<file path="config.mk">
export PLATFORM = sky130hd
export DESIGN_NAME = pcj_top
export DESIGN_NICKNAME = d
export VERILOG_FILES = /design/src/pcj_pair.sv /design/src/pcj_top.sv
export SDC_FILE = /design/constraint.sdc
export NUM_CORES = 1
export LEC_CHECK = 0
export ABC_AREA = 1
export ABC_CLOCK_PERIOD_IN_PS = 3800
export BUFFER_PORTS_ARGS = -buffer_cell sky130_fd_sc_hd__buf_4
export CORE_MARGIN = 8
export CORE_UTILIZATION = 64
export DETAILED_ROUTE_END_ITERATION = 7
export GPL_TIMING_DRIVEN = 0
export PLACE_DENSITY = 0.8
export SLEW_MARGIN = 20
export SYNTH_ARGS = -nofsm -noshare
export SYNTH_HDL_FRONTEND = slang
export SYNTH_SLANG_ARGS = --single-unit
</file>
<file path="constraint.sdc">
create_clock -name pclk -period 3.8 [get_ports pclk]
set_input_delay 0.19 -clock pclk [delete_from_list [all_inputs] [get_ports pclk]]
set_output_delay 0.19 -clock pclk [all_outputs]
set_load 0.01 [all_outputs]
</file>
<file path="src/pcj_pair.sv">
// Purpose: Shared constants and one channel pair of the modulator, split or joined
// Assumes: Clock ticks arrive already selected per channel, one cycle wide
// Notes: A joined pair counts as one 16-bit channel; even byte is the high byte
`timescale 1ns/1ps
`default_nettype none

package pcj_pkg;
  localparam int PCJ_CHANNELS = 8;
  localparam int PCJ_PAIRS = 4;
  localparam int PCJ_WIDTH = 8;
  // Register byte offsets
  localparam logic [7:0] PCJ_CTRL_OFS = 8'h00;
  localparam logic [7:0] PCJ_ENABLE_OFS = 8'h04;
  localparam logic [7:0] PCJ_POL_OFS = 8'h08;
  localparam logic [7:0] PCJ_CLKSEL_OFS = 8'h0c;
  localparam logic [7:0] PCJ_PRESCALE_OFS = 8'h10;
  localparam logic [7:0] PCJ_STATUS_OFS = 8'h14;
  localparam logic [2:0] PCJ_PERIOD_REGION = 3'h1;
  localparam logic [2:0] PCJ_DUTY_REGION = 3'h2;
  localparam logic [2:0] PCJ_COUNT_REGION = 3'h3;
  // Field positions
  localparam int PCJ_CH_IDX_LSB = 2;
  localparam int PCJ_REGION_LSB = 5;
  localparam int PCJ_PRE_B_LSB = 8;
  // Reset values
  localparam logic [7:0] PCJ_PERIOD_RST = 8'hff;
  localparam logic [7:0] PCJ_DUTY_RST = 8'h00;
  localparam logic [7:0] PCJ_ZERO8 = 8'h00;
  localparam logic [15:0] PCJ_ZERO16 = 16'h0000;

  typedef struct packed {
    logic [7:0] cnt_e;
    logic [7:0] cnt_o;
    logic [1:0] wave;
  } pcj_pair_state_type;
endpackage : pcj_pkg

module pcj_pair (
  // Clock and reset
  input wire logic pclk,
  input wire logic presetn,
  // Pair configuration
  input wire logic join_en,
  input wire logic [1:0] ch_en,
  input wire logic [1:0] ch_pol,
  input wire logic [1:0] ch_tick,
  input wire logic [1:0] ch_clr,
  input wire logic [7:0] per_e,
  input wire logic [7:0] per_o,
  input wire logic [7:0] dty_e,
  input wire logic [7:0] dty_o,
  // Pair state
  output logic [7:0] cnt_e,
  output logic [7:0] cnt_o,
  output logic [1:0] wave
);
  pcj_pkg::pcj_pair_state_type s_reg;
  pcj_pkg::pcj_pair_state_type s_next;
  logic [15:0] c16;
  logic [15:0] p16;
  logic [15:0] d16;
  logic end16;
  logic lt16;

  function automatic logic [7:0] step8(input logic [7:0] cnt, input logic [7:0] per,
                                       input logic en, input logic tick, input logic clr);
    logic [7:0] r;
    r = cnt;
    if (!en || clr) begin
      r = pcj_pkg::PCJ_ZERO8;
    end else if (tick) begin
      // A zero period parks the counter at zero
      if (per == pcj_pkg::PCJ_ZERO8 || cnt >= per - 8'h01) begin
        r = pcj_pkg::PCJ_ZERO8;
      end else begin
        r = cnt + 8'h01;
      end
    end
    return r;
  endfunction : step8

  assign c16 = {s_reg.cnt_e, s_reg.cnt_o};
  assign p16 = {per_e, per_o};
  assign d16 = {dty_e, dty_o};
  assign end16 = (p16 == pcj_pkg::PCJ_ZERO16) || (c16 >= p16 - 16'h0001);
  assign lt16 = c16 < d16;

  always_comb begin
    s_next = s_reg;
    if (join_en) begin
      // Odd channel enable, clock and polarity govern the joined channel
      if (!ch_en[1] || (|ch_clr)) begin
        {s_next.cnt_e, s_next.cnt_o} = pcj_pkg::PCJ_ZERO16;
      end else if (ch_tick[1]) begin
        {s_next.cnt_e, s_next.cnt_o} = end16 ? pcj_pkg::PCJ_ZERO16 : c16 + 16'h0001;
      end
      s_next.wave[0] = 1'b0;
      s_next.wave[1] = ch_en[1] & (lt16 ^ ~ch_pol[1]);
    end else begin
      s_next.cnt_e = step8(s_reg.cnt_e, per_e, ch_en[0], ch_tick[0], ch_clr[0]);
      s_next.cnt_o = step8(s_reg.cnt_o, per_o, ch_en[1], ch_tick[1], ch_clr[1]);
      s_next.wave[0] = ch_en[0] & ((s_reg.cnt_e < dty_e) ^ ~ch_pol[0]);
      s_next.wave[1] = ch_en[1] & ((s_reg.cnt_o < dty_o) ^ ~ch_pol[1]);
    end
  end

  always_ff @(posedge pclk or negedge presetn) begin
    if (!presetn) begin
      s_reg <= '0;
    end else begin
      s_reg <= s_next;
    end
  end

  assign cnt_e = s_reg.cnt_e;
  assign cnt_o = s_reg.cnt_o;
  assign wave = s_reg.wave;

  a_join_even_low: assert property (@(posedge pclk) disable iff (!presetn)
    $past(join_en) |-> !wave[0]) else $error("even pin active while joined");

  a_join_odd_polarity: assert property (@(posedge pclk) disable iff (!presetn)
    ($past(join_en) && $past(ch_en[1])) |-> (wave[1] == ($past(lt16) ^ !$past(ch_pol[1]))))
    else $error("joined output polarity wrong");

  a_join_odd_clock: assert property (@(posedge pclk) disable iff (!presetn)
    (join_en && ch_en[1] && !ch_tick[1] && ch_clr == 2'b00) |=> $stable(c16))
    else $error("joined counter moved without odd tick");

  a_join_byte_carry: assert property (@(posedge pclk) disable iff (!presetn)
    (join_en && ch_en[1] && ch_tick[1] && ch_clr == 2'b00 && c16 == 16'h00ff
     && p16 > 16'h0100) |=> (cnt_e == 8'h01 && cnt_o == 8'h00))
    else $error("low byte did not carry into high byte");

  a_join_period_wrap: assert property (@(posedge pclk) disable iff (!presetn)
    (join_en && ch_en[1] && ch_tick[1] && ch_clr == 2'b00 && per_o != 8'h00
     && c16 == p16 - 16'h0001) ##1 join_en
    |-> (c16 == 16'h0000 && $past(cnt_e) == $past(per_e)))
    else $error("joined period wrap wrong");

  a_split_step: assert property (@(posedge pclk) disable iff (!presetn)
    (!join_en && ch_en[0] && ch_tick[0] && !ch_clr[0] && cnt_e == 8'h00 && per_e > 8'h01)
    |=> cnt_e == 8'h01) else $error("split even counter did not step");
endmodule : pcj_pair

`default_nettype wire

</file>
<file path="src/pcj_top.sv">
// Functional notes
// - Unit runs each adjacent channel pair as two 8-bit channels or as one joined 16-bit channel.
// - Control register holds four join bits, one per adjacent channel pair.
// - In a joined pair the even channel registers hold the high bytes.
// - A joined channel is clocked by the odd channel clock selection.
// - A joined channel drives its waveform on the odd channel pin.
// - A joined channel output polarity follows the odd channel polarity bit.
//
// Purpose: Eight-channel pulse-width modulator with pairwise channel joining
// Assumes: APB slave, read data captured in the setup phase, no wait states
// Notes: Each channel picks one of two prescaled clocks; counters are left aligned
`timescale 1ns/1ps
`default_nettype none

module pcj_top #(
  parameter int ADDR_W = 8
) (
  // Clock and reset
  input wire logic pclk,
  input wire logic presetn,
  // APB slave
  input wire logic psel,
  input wire logic penable,
  input wire logic pwrite,
  input wire logic [ADDR_W-1:0] paddr,
  input wire logic [31:0] pwdata,
  output logic [31:0] prdata,
  output logic pready,
  output logic pslverr,
  // Modulator pins
  output logic [7:0] pwm_out
);
  typedef struct packed {
    logic [3:0] join_bits;
    logic [7:0] ch_en;
    logic [7:0] ch_pol;
    logic [7:0] ch_clksel;
    logic [7:0] pre_a;
    logic [7:0] pre_b;
    logic [7:0] div_a;
    logic [7:0] div_b;
    logic [7:0][7:0] period;
    logic [7:0][7:0] duty;
    logic [31:0] rdata;
  } pcj_top_state_type;

  pcj_top_state_type s_reg;
  pcj_top_state_type s_next;

  logic [7:0] ofs;
  logic [2:0] region;
  logic [2:0] ch_idx;
  logic aligned;
  logic hit_ctrl;
  logic hit_enable;
  logic hit_pol;
  logic hit_clksel;
  logic hit_pre;
  logic hit_status;
  logic hit_period;
  logic hit_duty;
  logic hit_count;
  logic mapped;
  logic wr_access;
  logic rd_setup;
  logic tick_a;
  logic tick_b;
  logic [7:0] ch_tick;
  logic [7:0] ch_clr;
  logic [7:0][7:0] cnt_all;
  logic [7:0] wave_all;

  // Address decode: one aligned word per register
  assign ofs = paddr[7:0];
  assign region = ofs[7:pcj_pkg::PCJ_REGION_LSB];
  assign ch_idx = ofs[pcj_pkg::PCJ_REGION_LSB-1:pcj_pkg::PCJ_CH_IDX_LSB];
  // Upper address bits must be zero, so a wider bus does not alias the map
  assign aligned = (ofs[1:0] == 2'b00) && (paddr == ADDR_W'(ofs));
  assign hit_ctrl = aligned && ofs == pcj_pkg::PCJ_CTRL_OFS;
  assign hit_enable = aligned && ofs == pcj_pkg::PCJ_ENABLE_OFS;
  assign hit_pol = aligned && ofs == pcj_pkg::PCJ_POL_OFS;
  assign hit_clksel = aligned && ofs == pcj_pkg::PCJ_CLKSEL_OFS;
  assign hit_pre = aligned && ofs == pcj_pkg::PCJ_PRESCALE_OFS;
  assign hit_status = aligned && ofs == pcj_pkg::PCJ_STATUS_OFS;
  assign hit_period = aligned && region == pcj_pkg::PCJ_PERIOD_REGION;
  assign hit_duty = aligned && region == pcj_pkg::PCJ_DUTY_REGION;
  assign hit_count = aligned && region == pcj_pkg::PCJ_COUNT_REGION;
  assign mapped = hit_ctrl | hit_enable | hit_pol | hit_clksel | hit_pre | hit_status
                | hit_period | hit_duty | hit_count;

  assign wr_access = psel && penable && pwrite && mapped;
  assign rd_setup = psel && !penable && !pwrite;

  // Zero wait states; read data was latched in the setup cycle
  assign pready = psel && penable;
  assign pslverr = psel && penable && !mapped;
  assign prdata = s_reg.rdata;

  // Prescalers give one-cycle enables every pre+1 clocks
  assign tick_a = (s_reg.div_a == s_reg.pre_a);
  assign tick_b = (s_reg.div_b == s_reg.pre_b);

  // Writing a counter word restarts that channel; for a joined pair either word does
  genvar gi;
  generate
    for (gi = 0; gi < pcj_pkg::PCJ_CHANNELS; gi++) begin : g_ch
      assign ch_tick[gi] = s_reg.ch_clksel[gi] ? tick_b : tick_a;
      assign ch_clr[gi] = wr_access && hit_count && (ch_idx == 3'(gi));
    end
    for (gi = 0; gi < pcj_pkg::PCJ_PAIRS; gi++) begin : g_pair
      pcj_pair u_pair (
        .pclk(pclk),
        .presetn(presetn),
        .join_en(s_reg.join_bits[gi]),
        .ch_en(s_reg.ch_en[2*gi+1:2*gi]),
        .ch_pol(s_reg.ch_pol[2*gi+1:2*gi]),
        .ch_tick(ch_tick[2*gi+1:2*gi]),
        .ch_clr(ch_clr[2*gi+1:2*gi]),
        .per_e(s_reg.period[2*gi]),
        .per_o(s_reg.period[2*gi+1]),
        .dty_e(s_reg.duty[2*gi]),
        .dty_o(s_reg.duty[2*gi+1]),
        .cnt_e(cnt_all[2*gi]),
        .cnt_o(cnt_all[2*gi+1]),
        .wave(wave_all[2*gi+1:2*gi])
      );
    end
  endgenerate

  assign pwm_out = wave_all;

  always_comb begin
    s_next = s_reg;
    s_next.div_a = tick_a ? pcj_pkg::PCJ_ZERO8 : s_reg.div_a + 8'h01;
    s_next.div_b = tick_b ? pcj_pkg::PCJ_ZERO8 : s_reg.div_b + 8'h01;
    // A lowered prescale value must not strand the divider above it
    if (s_reg.div_a > s_reg.pre_a) begin
      s_next.div_a = pcj_pkg::PCJ_ZERO8;
    end
    if (s_reg.div_b > s_reg.pre_b) begin
      s_next.div_b = pcj_pkg::PCJ_ZERO8;
    end
    if (wr_access) begin
      if (hit_ctrl) begin
        // Join bits are taken as written; software keeps the pair idle meanwhile
        s_next.join_bits = pwdata[pcj_pkg::PCJ_PAIRS-1:0];
      end
      if (hit_enable) begin
        s_next.ch_en = pwdata[7:0];
      end
      if (hit_pol) begin
        s_next.ch_pol = pwdata[7:0];
      end
      if (hit_clksel) begin
        s_next.ch_clksel = pwdata[7:0];
      end
      if (hit_pre) begin
        s_next.pre_a = pwdata[7:0];
        s_next.pre_b = pwdata[pcj_pkg::PCJ_PRE_B_LSB+7:pcj_pkg::PCJ_PRE_B_LSB];
      end
      if (hit_period) begin
        s_next.period[ch_idx] = pwdata[7:0];
      end
      if (hit_duty) begin
        s_next.duty[ch_idx] = pwdata[7:0];
      end
    end
    if (rd_setup) begin
      s_next.rdata = 32'h0000_0000;
      if (hit_ctrl) begin
        s_next.rdata[pcj_pkg::PCJ_PAIRS-1:0] = s_reg.join_bits;
      end
      if (hit_enable) begin
        s_next.rdata[7:0] = s_reg.ch_en;
      end
      if (hit_pol) begin
        s_next.rdata[7:0] = s_reg.ch_pol;
      end
      if (hit_clksel) begin
        s_next.rdata[7:0] = s_reg.ch_clksel;
      end
      if (hit_pre) begin
        s_next.rdata[15:0] = {s_reg.pre_b, s_reg.pre_a};
      end
      if (hit_status) begin
        s_next.rdata[7:0] = wave_all;
      end
      if (hit_period) begin
        s_next.rdata[7:0] = s_reg.period[ch_idx];
      end
      if (hit_duty) begin
        s_next.rdata[7:0] = s_reg.duty[ch_idx];
      end
      if (hit_count) begin
        s_next.rdata[7:0] = cnt_all[ch_idx];
      end
    end
  end

  always_ff @(posedge pclk or negedge presetn) begin
    if (!presetn) begin
      s_reg <= '0;
      s_reg.period <= {pcj_pkg::PCJ_CHANNELS{pcj_pkg::PCJ_PERIOD_RST}};
      s_reg.duty <= {pcj_pkg::PCJ_CHANNELS{pcj_pkg::PCJ_DUTY_RST}};
    end else begin
      s_reg <= s_next;
    end
  end

  a_ctrl_join_write: assert property (@(posedge pclk) disable iff (!presetn)
    (psel && penable && pwrite && paddr[7:0] == pcj_pkg::PCJ_CTRL_OFS)
    |=> s_reg.join_bits == $past(pwdata[3:0]))
    else $error("join bits not loaded from control write");
endmodule : pcj_top

`default_nettype wire

</file>
### After elaboration in Yosys (flattened, before gate mapping)

Cells that the tools add are included.
Widths: inputs -> output; s select.

| word-level totals | value |
|---|---|
| bits in registers | 276 |
| input bits | 45 |
| output and inout bits | 42 |
| word-level logic and storage cells | 325 |

| cells by class | value |
|---|---|
| $add $sub $neg | 26 |
| $lt $le $gt $ge | 28 |
| equality and inequality tests | 21 |
| mux-type cells | 71 |
| bitwise operators | 40 |
| reduce and logical (&&, ||, !) cells | 102 |

Operator list:

| kind | number |
|---|---|
| $mux 8 | 39 |
| $mux 16 | 13 |
| $bwmux 64 | 2 |
| $add 8x1->8 const B | 10 |
| $bmux 8 s3 | 3 |
| $logic_not 8->1 | 9 |
| $mux 18 | 4 |
| $add 16x1->16 const B | 4 |
| $ge 16x16->1 | 4 |
| $ge 8x8->1 | 8 |
| $logic_not 16->1 | 4 |
| $lt 16x16->1 | 4 |
| $lt 8x8->1 | 8 |
| $sub 16x1->16 const B | 4 |
| $sub 8x1->8 const B | 8 |
| $reduce_and 2->1 | 15 |
| $logic_and 1x1->1 | 25 |
| $demux 8 s3 | 1 |
| $logic_or 1x1->1 | 24 |
| $reduce_bool 3->1 | 8 |
| $eq 8x4->1 const B | 2 |
| $eq 8x5->1 const B | 2 |
| $eq 8x8->1 | 2 |
| $gt 8x8->1 | 2 |
| other kinds (17) | 83 |

### Logic depth before layout (Yosys ltp)

| depth | value |
|---|---|
| depth after elaboration | 17 |
| depth in mapped cells | 20 |
| gate-level depth less buffers | 20 |

### By module

A second synthesis with hierarchy kept.

| second synthesis, totals | value |
|---|---|
| cell total of the unflattened synthesis | 3024 |
| area total of the unflattened synthesis | 21511.9 sq um |

Modules (own cells, without submodules):

| module | instances | cells each | area each (sq um) | seq. area each (sq um) |
|---|---|---|---|---|
| pcj_top | 1 | 1354 | 10729.0 | 5185.0 |
| pcj_pair at g_pair[0].u_pair ... | 3 | 410 | 2667.6 | 450.4 |
| pcj_pair at g_pair[3].u_pair | 1 | 440 | 2780.2 | 450.4 |

### Worst setup path after synthesis

Ideal clock, no wire load.

| timing path | value |
|---|---|
| kind | register to register |
| start | register s_reg[147] (netlist bit) |
| end | register g_pair[3].u_pair.s_reg, in the netlist g_pair[3].u_pair.cnt_o[0] |
| setup time | 0.065 ns |
| arrival | 2.721 ns |
| required time | 3.735 ns |
| path slack | 1.014 ns |
| stages on the path, launching flop included | 17 |
| buffers on the path | 1 |
| clock period less this slack | 2.786 ns |
| path through | dfstp_2 -> clkbuf_1 -> nor2_1 -> nand3_1 -> nor3_1 -> xor2_1 -> mux2_2 -> ha_1 -> a21oi_1 -> o21ai_0 -> nor2_1 -> nand2_1 -> nor2_1 -> nand2_1 -> nand2_1 -> nand2_1 -> nand2_1 |

| between the ends | value |
|---|---|
| cells in the longest elaborated chain, start to end | 7 |
| elaborated cells on any way between the ends | 8 |
| those cells by class | add/sub: 1; order compare: 1; mux: 4; reduce/logical: 2 |

RTL lines:

| what | RTL line | text |
|---|---|---|
| start: declaration | pcj_top.sv:47 | `pcj_top_state_type s_reg;` |
| start signal: assignment | pcj_top.sv:206 | `s_reg <= s_next;` |
| $sub 16x1->16 | pcj_pair.sv:85 | `assign end16 = (p16 == pcj_pkg::PCJ_ZERO16) \|\| (c16 >= p16 - 16'h0001);` |
| $ge 16x16->1 | pcj_pair.sv:85 |  |
| $logic_or 1x1->1 * | pcj_pair.sv:85 |  |
| $mux 16 * | pcj_pair.sv:95 | `{s_next.cnt_e, s_next.cnt_o} = end16 ? pcj_pkg::PCJ_ZERO16 : c16 + 16'h0001;` |
| $mux 16 * | pcj_pair.sv:94 | `end else if (ch_tick[1]) begin` |
| $mux 16 * | pcj_pair.sv:92 | `if (!ch_en[1] \|\| (\|ch_clr)) begin` |
| $mux 18 * | pcj_pair.sv:90 | `if (join_en) begin` |
| end signal: assignment | pcj_pair.sv:111 | `s_reg <= s_next;` |
| end: declaration | pcj_pair.sv:57 | `pcj_pkg::pcj_pair_state_type s_reg;` |

Mark *: on every way between the ends. The rest lies on a longest branch, timed or not. The select of a mux whose other input is x is not followed.
A chain may end at the register's enable or synchronous reset.

### Final worst setup path

Same ends and word-level chain as after synthesis.

==> flow_summary_export.csv <==
group,metric,value,unit
setup_path,slowest_stage,"dfstp_2",
finish,nNetsFinal,3262,
setup_path,path_max_fanout,9,
synth,synth_edf_count,0,
sta,max_freq,292,MHz
finish,areaGrowthSynthToFinish,10.7,%
cts,clk_path_buf_depth,3,
grt,grt_pass1_vias,20176,
cts,cts_made_buffers,31,
synth,yosysTopAreaCell,"dfrtp_1",
finish,fin_util,0.718,
setup_path,arrival,3960,ps
placement,port_buffers,53,
sta,finClkSkew,13.6,ps
grt,antenna_found_initial,1,
sta,tightest_slew,1220,ps
synth,synth.distinct_cells,51,
setup_path,end_kind,"flip-flop",
placement,hpwl,55.3,mm
power_and_ir_drop,p_leak,11.5,nW
floorplanning,io_pins,87,
detailed_routing,routed_wl,73.1,mm
sta,setup_viol,0,
cts,clk_latency,600,ps
cts,cts.clk_slew.worst_paths,60,ps
grt,grt_pass1_wl,113,mm
power_and_ir_drop,power_density,280,nW/µm²
synth,yosys-top-cells-count,"nand2_1, inv_1, nor2_1",
detailed_routing,drt_pass1_iterations,6,
synth,ys.flop_type,"dfrtp_1",
sta,maxSlewViolCount,0,
placement,gp_routability_congestion,1.09,
detailed_routing,vias_per_cell,6.12,
placement,dp_cells,3415,
cts,cts.htree.levels,1,
cts,cts.sinks,276,
setup_path,crit_chain,"clkbuf_1 > nor2_1 > nand3_1 > nor3_1 > xor2_1 > mux2_2 > ha_1 > a21oi_1 > o21ai_0 > nor2_1 > nand2_1 > nor2_2 > nand2_1 > nand2_1 > nand2_1 > nand2_1",
synth,synth-seq-cells,276,
synth,async_reset_ff_frac,1.00,
cts,post-cts-setup-buffer-count,0,
finish,largest_reg_flops,188,
synth,synthTopCellsByArea,"dfrtp_1, nand2_1, ha_1, dfstp_2, inv_1",
synth,syn_inst,2902,
finish,drive_gt1_frac,0.0887,
floorplanning,initial_core_util,0.648,
sta,min_period,3420,ps
setup_path,worst_path_dominant_cell_family,"simple AND/OR/NAND/NOR gates",
detailed_routing,ant_nets,0,
setup_path,critPathLaunchType,"flip-flop",
setup_path,worstSetupStartpoint,"s_reg[147]$_DFFE_PN1P_",
finish,diodes,0,
sta,finalWorstSetupSlack,376,ps
sta,setup_tns,0,ps
floorplanning,die_area,38900,µm²
flow_run,cap_violations,0,
setup_path,crit_buf_inv,1,
synth,synth_area,21000,µm²
setup_path,crit_required,4330,ps
power_and_ir_drop,power,0.00653,W
setup_path,cp_slowest_stage_delay,510,ps
cts,cts_tree,"yes",
sta,post-route-period-util,0.901,
detailed_routing,wl_per_cell,21.0,µm
floorplanning,die_h,197,µm
synth,synth.avg_cell_area,7.25,µm²
grt,grt_start_max_net_pins,97,
synth,yosysMostFrequentCell,"nand2_1",
placement,pre_cts_ws,298,ps
synth,ys_seq_area_frac,0.332,
hold_path,min_path_type,"input pin to asynchronous set/reset pin",
grt,grt.total_usage,0.371,
detailed_routing,drt_iter0_drc,2524,
synth,synth_warnings,0,
cts,cts-root-buf,"clkbuf_16",
sta,hold_viol,0,
detailed_routing,drc,0,
power_and_ir_drop,vdd_drop_max,431,µV
setup_path,r2r_start,"s_reg[147]$_DFFE_PN1P_",
synth,synth_top_area_frac,0.252,
setup_path,critical_path_class,"flip-flop to flip-flop",
finish,n_fill_cell,2684,
detailed_routing,vias,21334,
run_status,status,"complete, no violations",
grt,overflow,0,
finish,fin_cells,3485,
floorplanning,num_rows,66,
sta,slew_headroom,0.187,
floorplanning,core-area,32500,µm²
floorplanning,die_x,197,µm
sta,rsz0062_at_grt,"false",
setup_path,crit_path_frequent_cell,"nand2_1",
per-layer routing:
layer | part of all wire | global-route usage
met1 | 0.39 | 0.469
met2 | 0.45 | 0.586
met3 | 0.098 | 0.0731
met4 | 0.066 | 0.219
met5 | 0.00018 | 0
area by class of cell:
class                           instances  area (µm²)  area share
Buffer                                118         637      0.0273
Clock buffer                           40         860      0.0369
Clock inverter                         17         164     0.00704
Inverter                              333        1250      0.0536
Multi-Input combinational cell       2190       12200       0.525
Sequential cell                       276        6990       0.300
Tap cell                              442         553      0.0237
Timing Repair Buffer                   69         618      0.0265
stage by stage:
step / cell area (µm²) / hold WS, ps
after floorplan: 21100 / -106
after CTS: 23300 / 111
final: 23300 / 101
after global routing: 23300 / 148
after global placement: 22000 / 430
after detailed placement: 22100 / 126
where the power goes:
group          internal (W)  switching, W
Combinational      0.000151      0.000345
Clock               0.00173       0.00133
Sequential          0.00296     0.0000121
cells in the final DEF, fill, tap and decap left out, types with 64 or more instances in the layout:
cell type and n:
ha_1 198, o21ai_1 82, nand2_1 754, o21ai_0 162, nand3_1 146, buf_4 86
a21oi_1 144, xor2_1 84, clkbuf_1 70, dfrtp_1 212, inv_1 329, nor2_1 287
dfstp_2 64
cells by family (layout without fill, tap and decap cells):
| group | Yosys count | after routing | synth area share |
|---|---|---|---|
| other | 1 | 16 | 0.000178 |
| AOI/OAI and AO/OA | 497 | 497 | 0.132 |
| and+or+nand+nor | 1363 | 1363 | 0.279 |
| xor gates and xnor gates | 114 | 114 | 0.0475 |
| DFF | 276 | 276 | 0.332 |
| adders and majority gates | 198 | 198 | 0.118 |
| buffers and inverters | 451 | 577 | 0.0897 |
| muxes | 2 | 2 | 0.00107 |
path summary, 6_finish.rpt:
kind                       slack (ps)  depth (start not counted)                                    end
hold reg to reg                   470                          2                 s_reg[119]$_DFFE_PN1P_
setup / recovery                  380                         16  g_pair[3].u_pair.cnt_o[0]$_DFFE_PN0P_
hold / removal                    100                          2                 prdata[14]$_DFFE_PN0P_
max in group asynchronous        2550                          4                 s_reg[142]$_DFFE_PN1P_
min in group pclk                 210                          4                 prdata[12]$_DFFE_PN0P_
setup reg to reg                  380                         16  g_pair[3].u_pair.cnt_o[0]$_DFFE_PN0P_
what timing repair did:
action                                  4_1_cts  5_1_grt
hold endpoints to repair                    165        0
endpoints found under the setup margin        0       11
hold buffers                                 13        0
resized for setup                             0        2
Note: power is estimated with default switching activity, not from simulation.
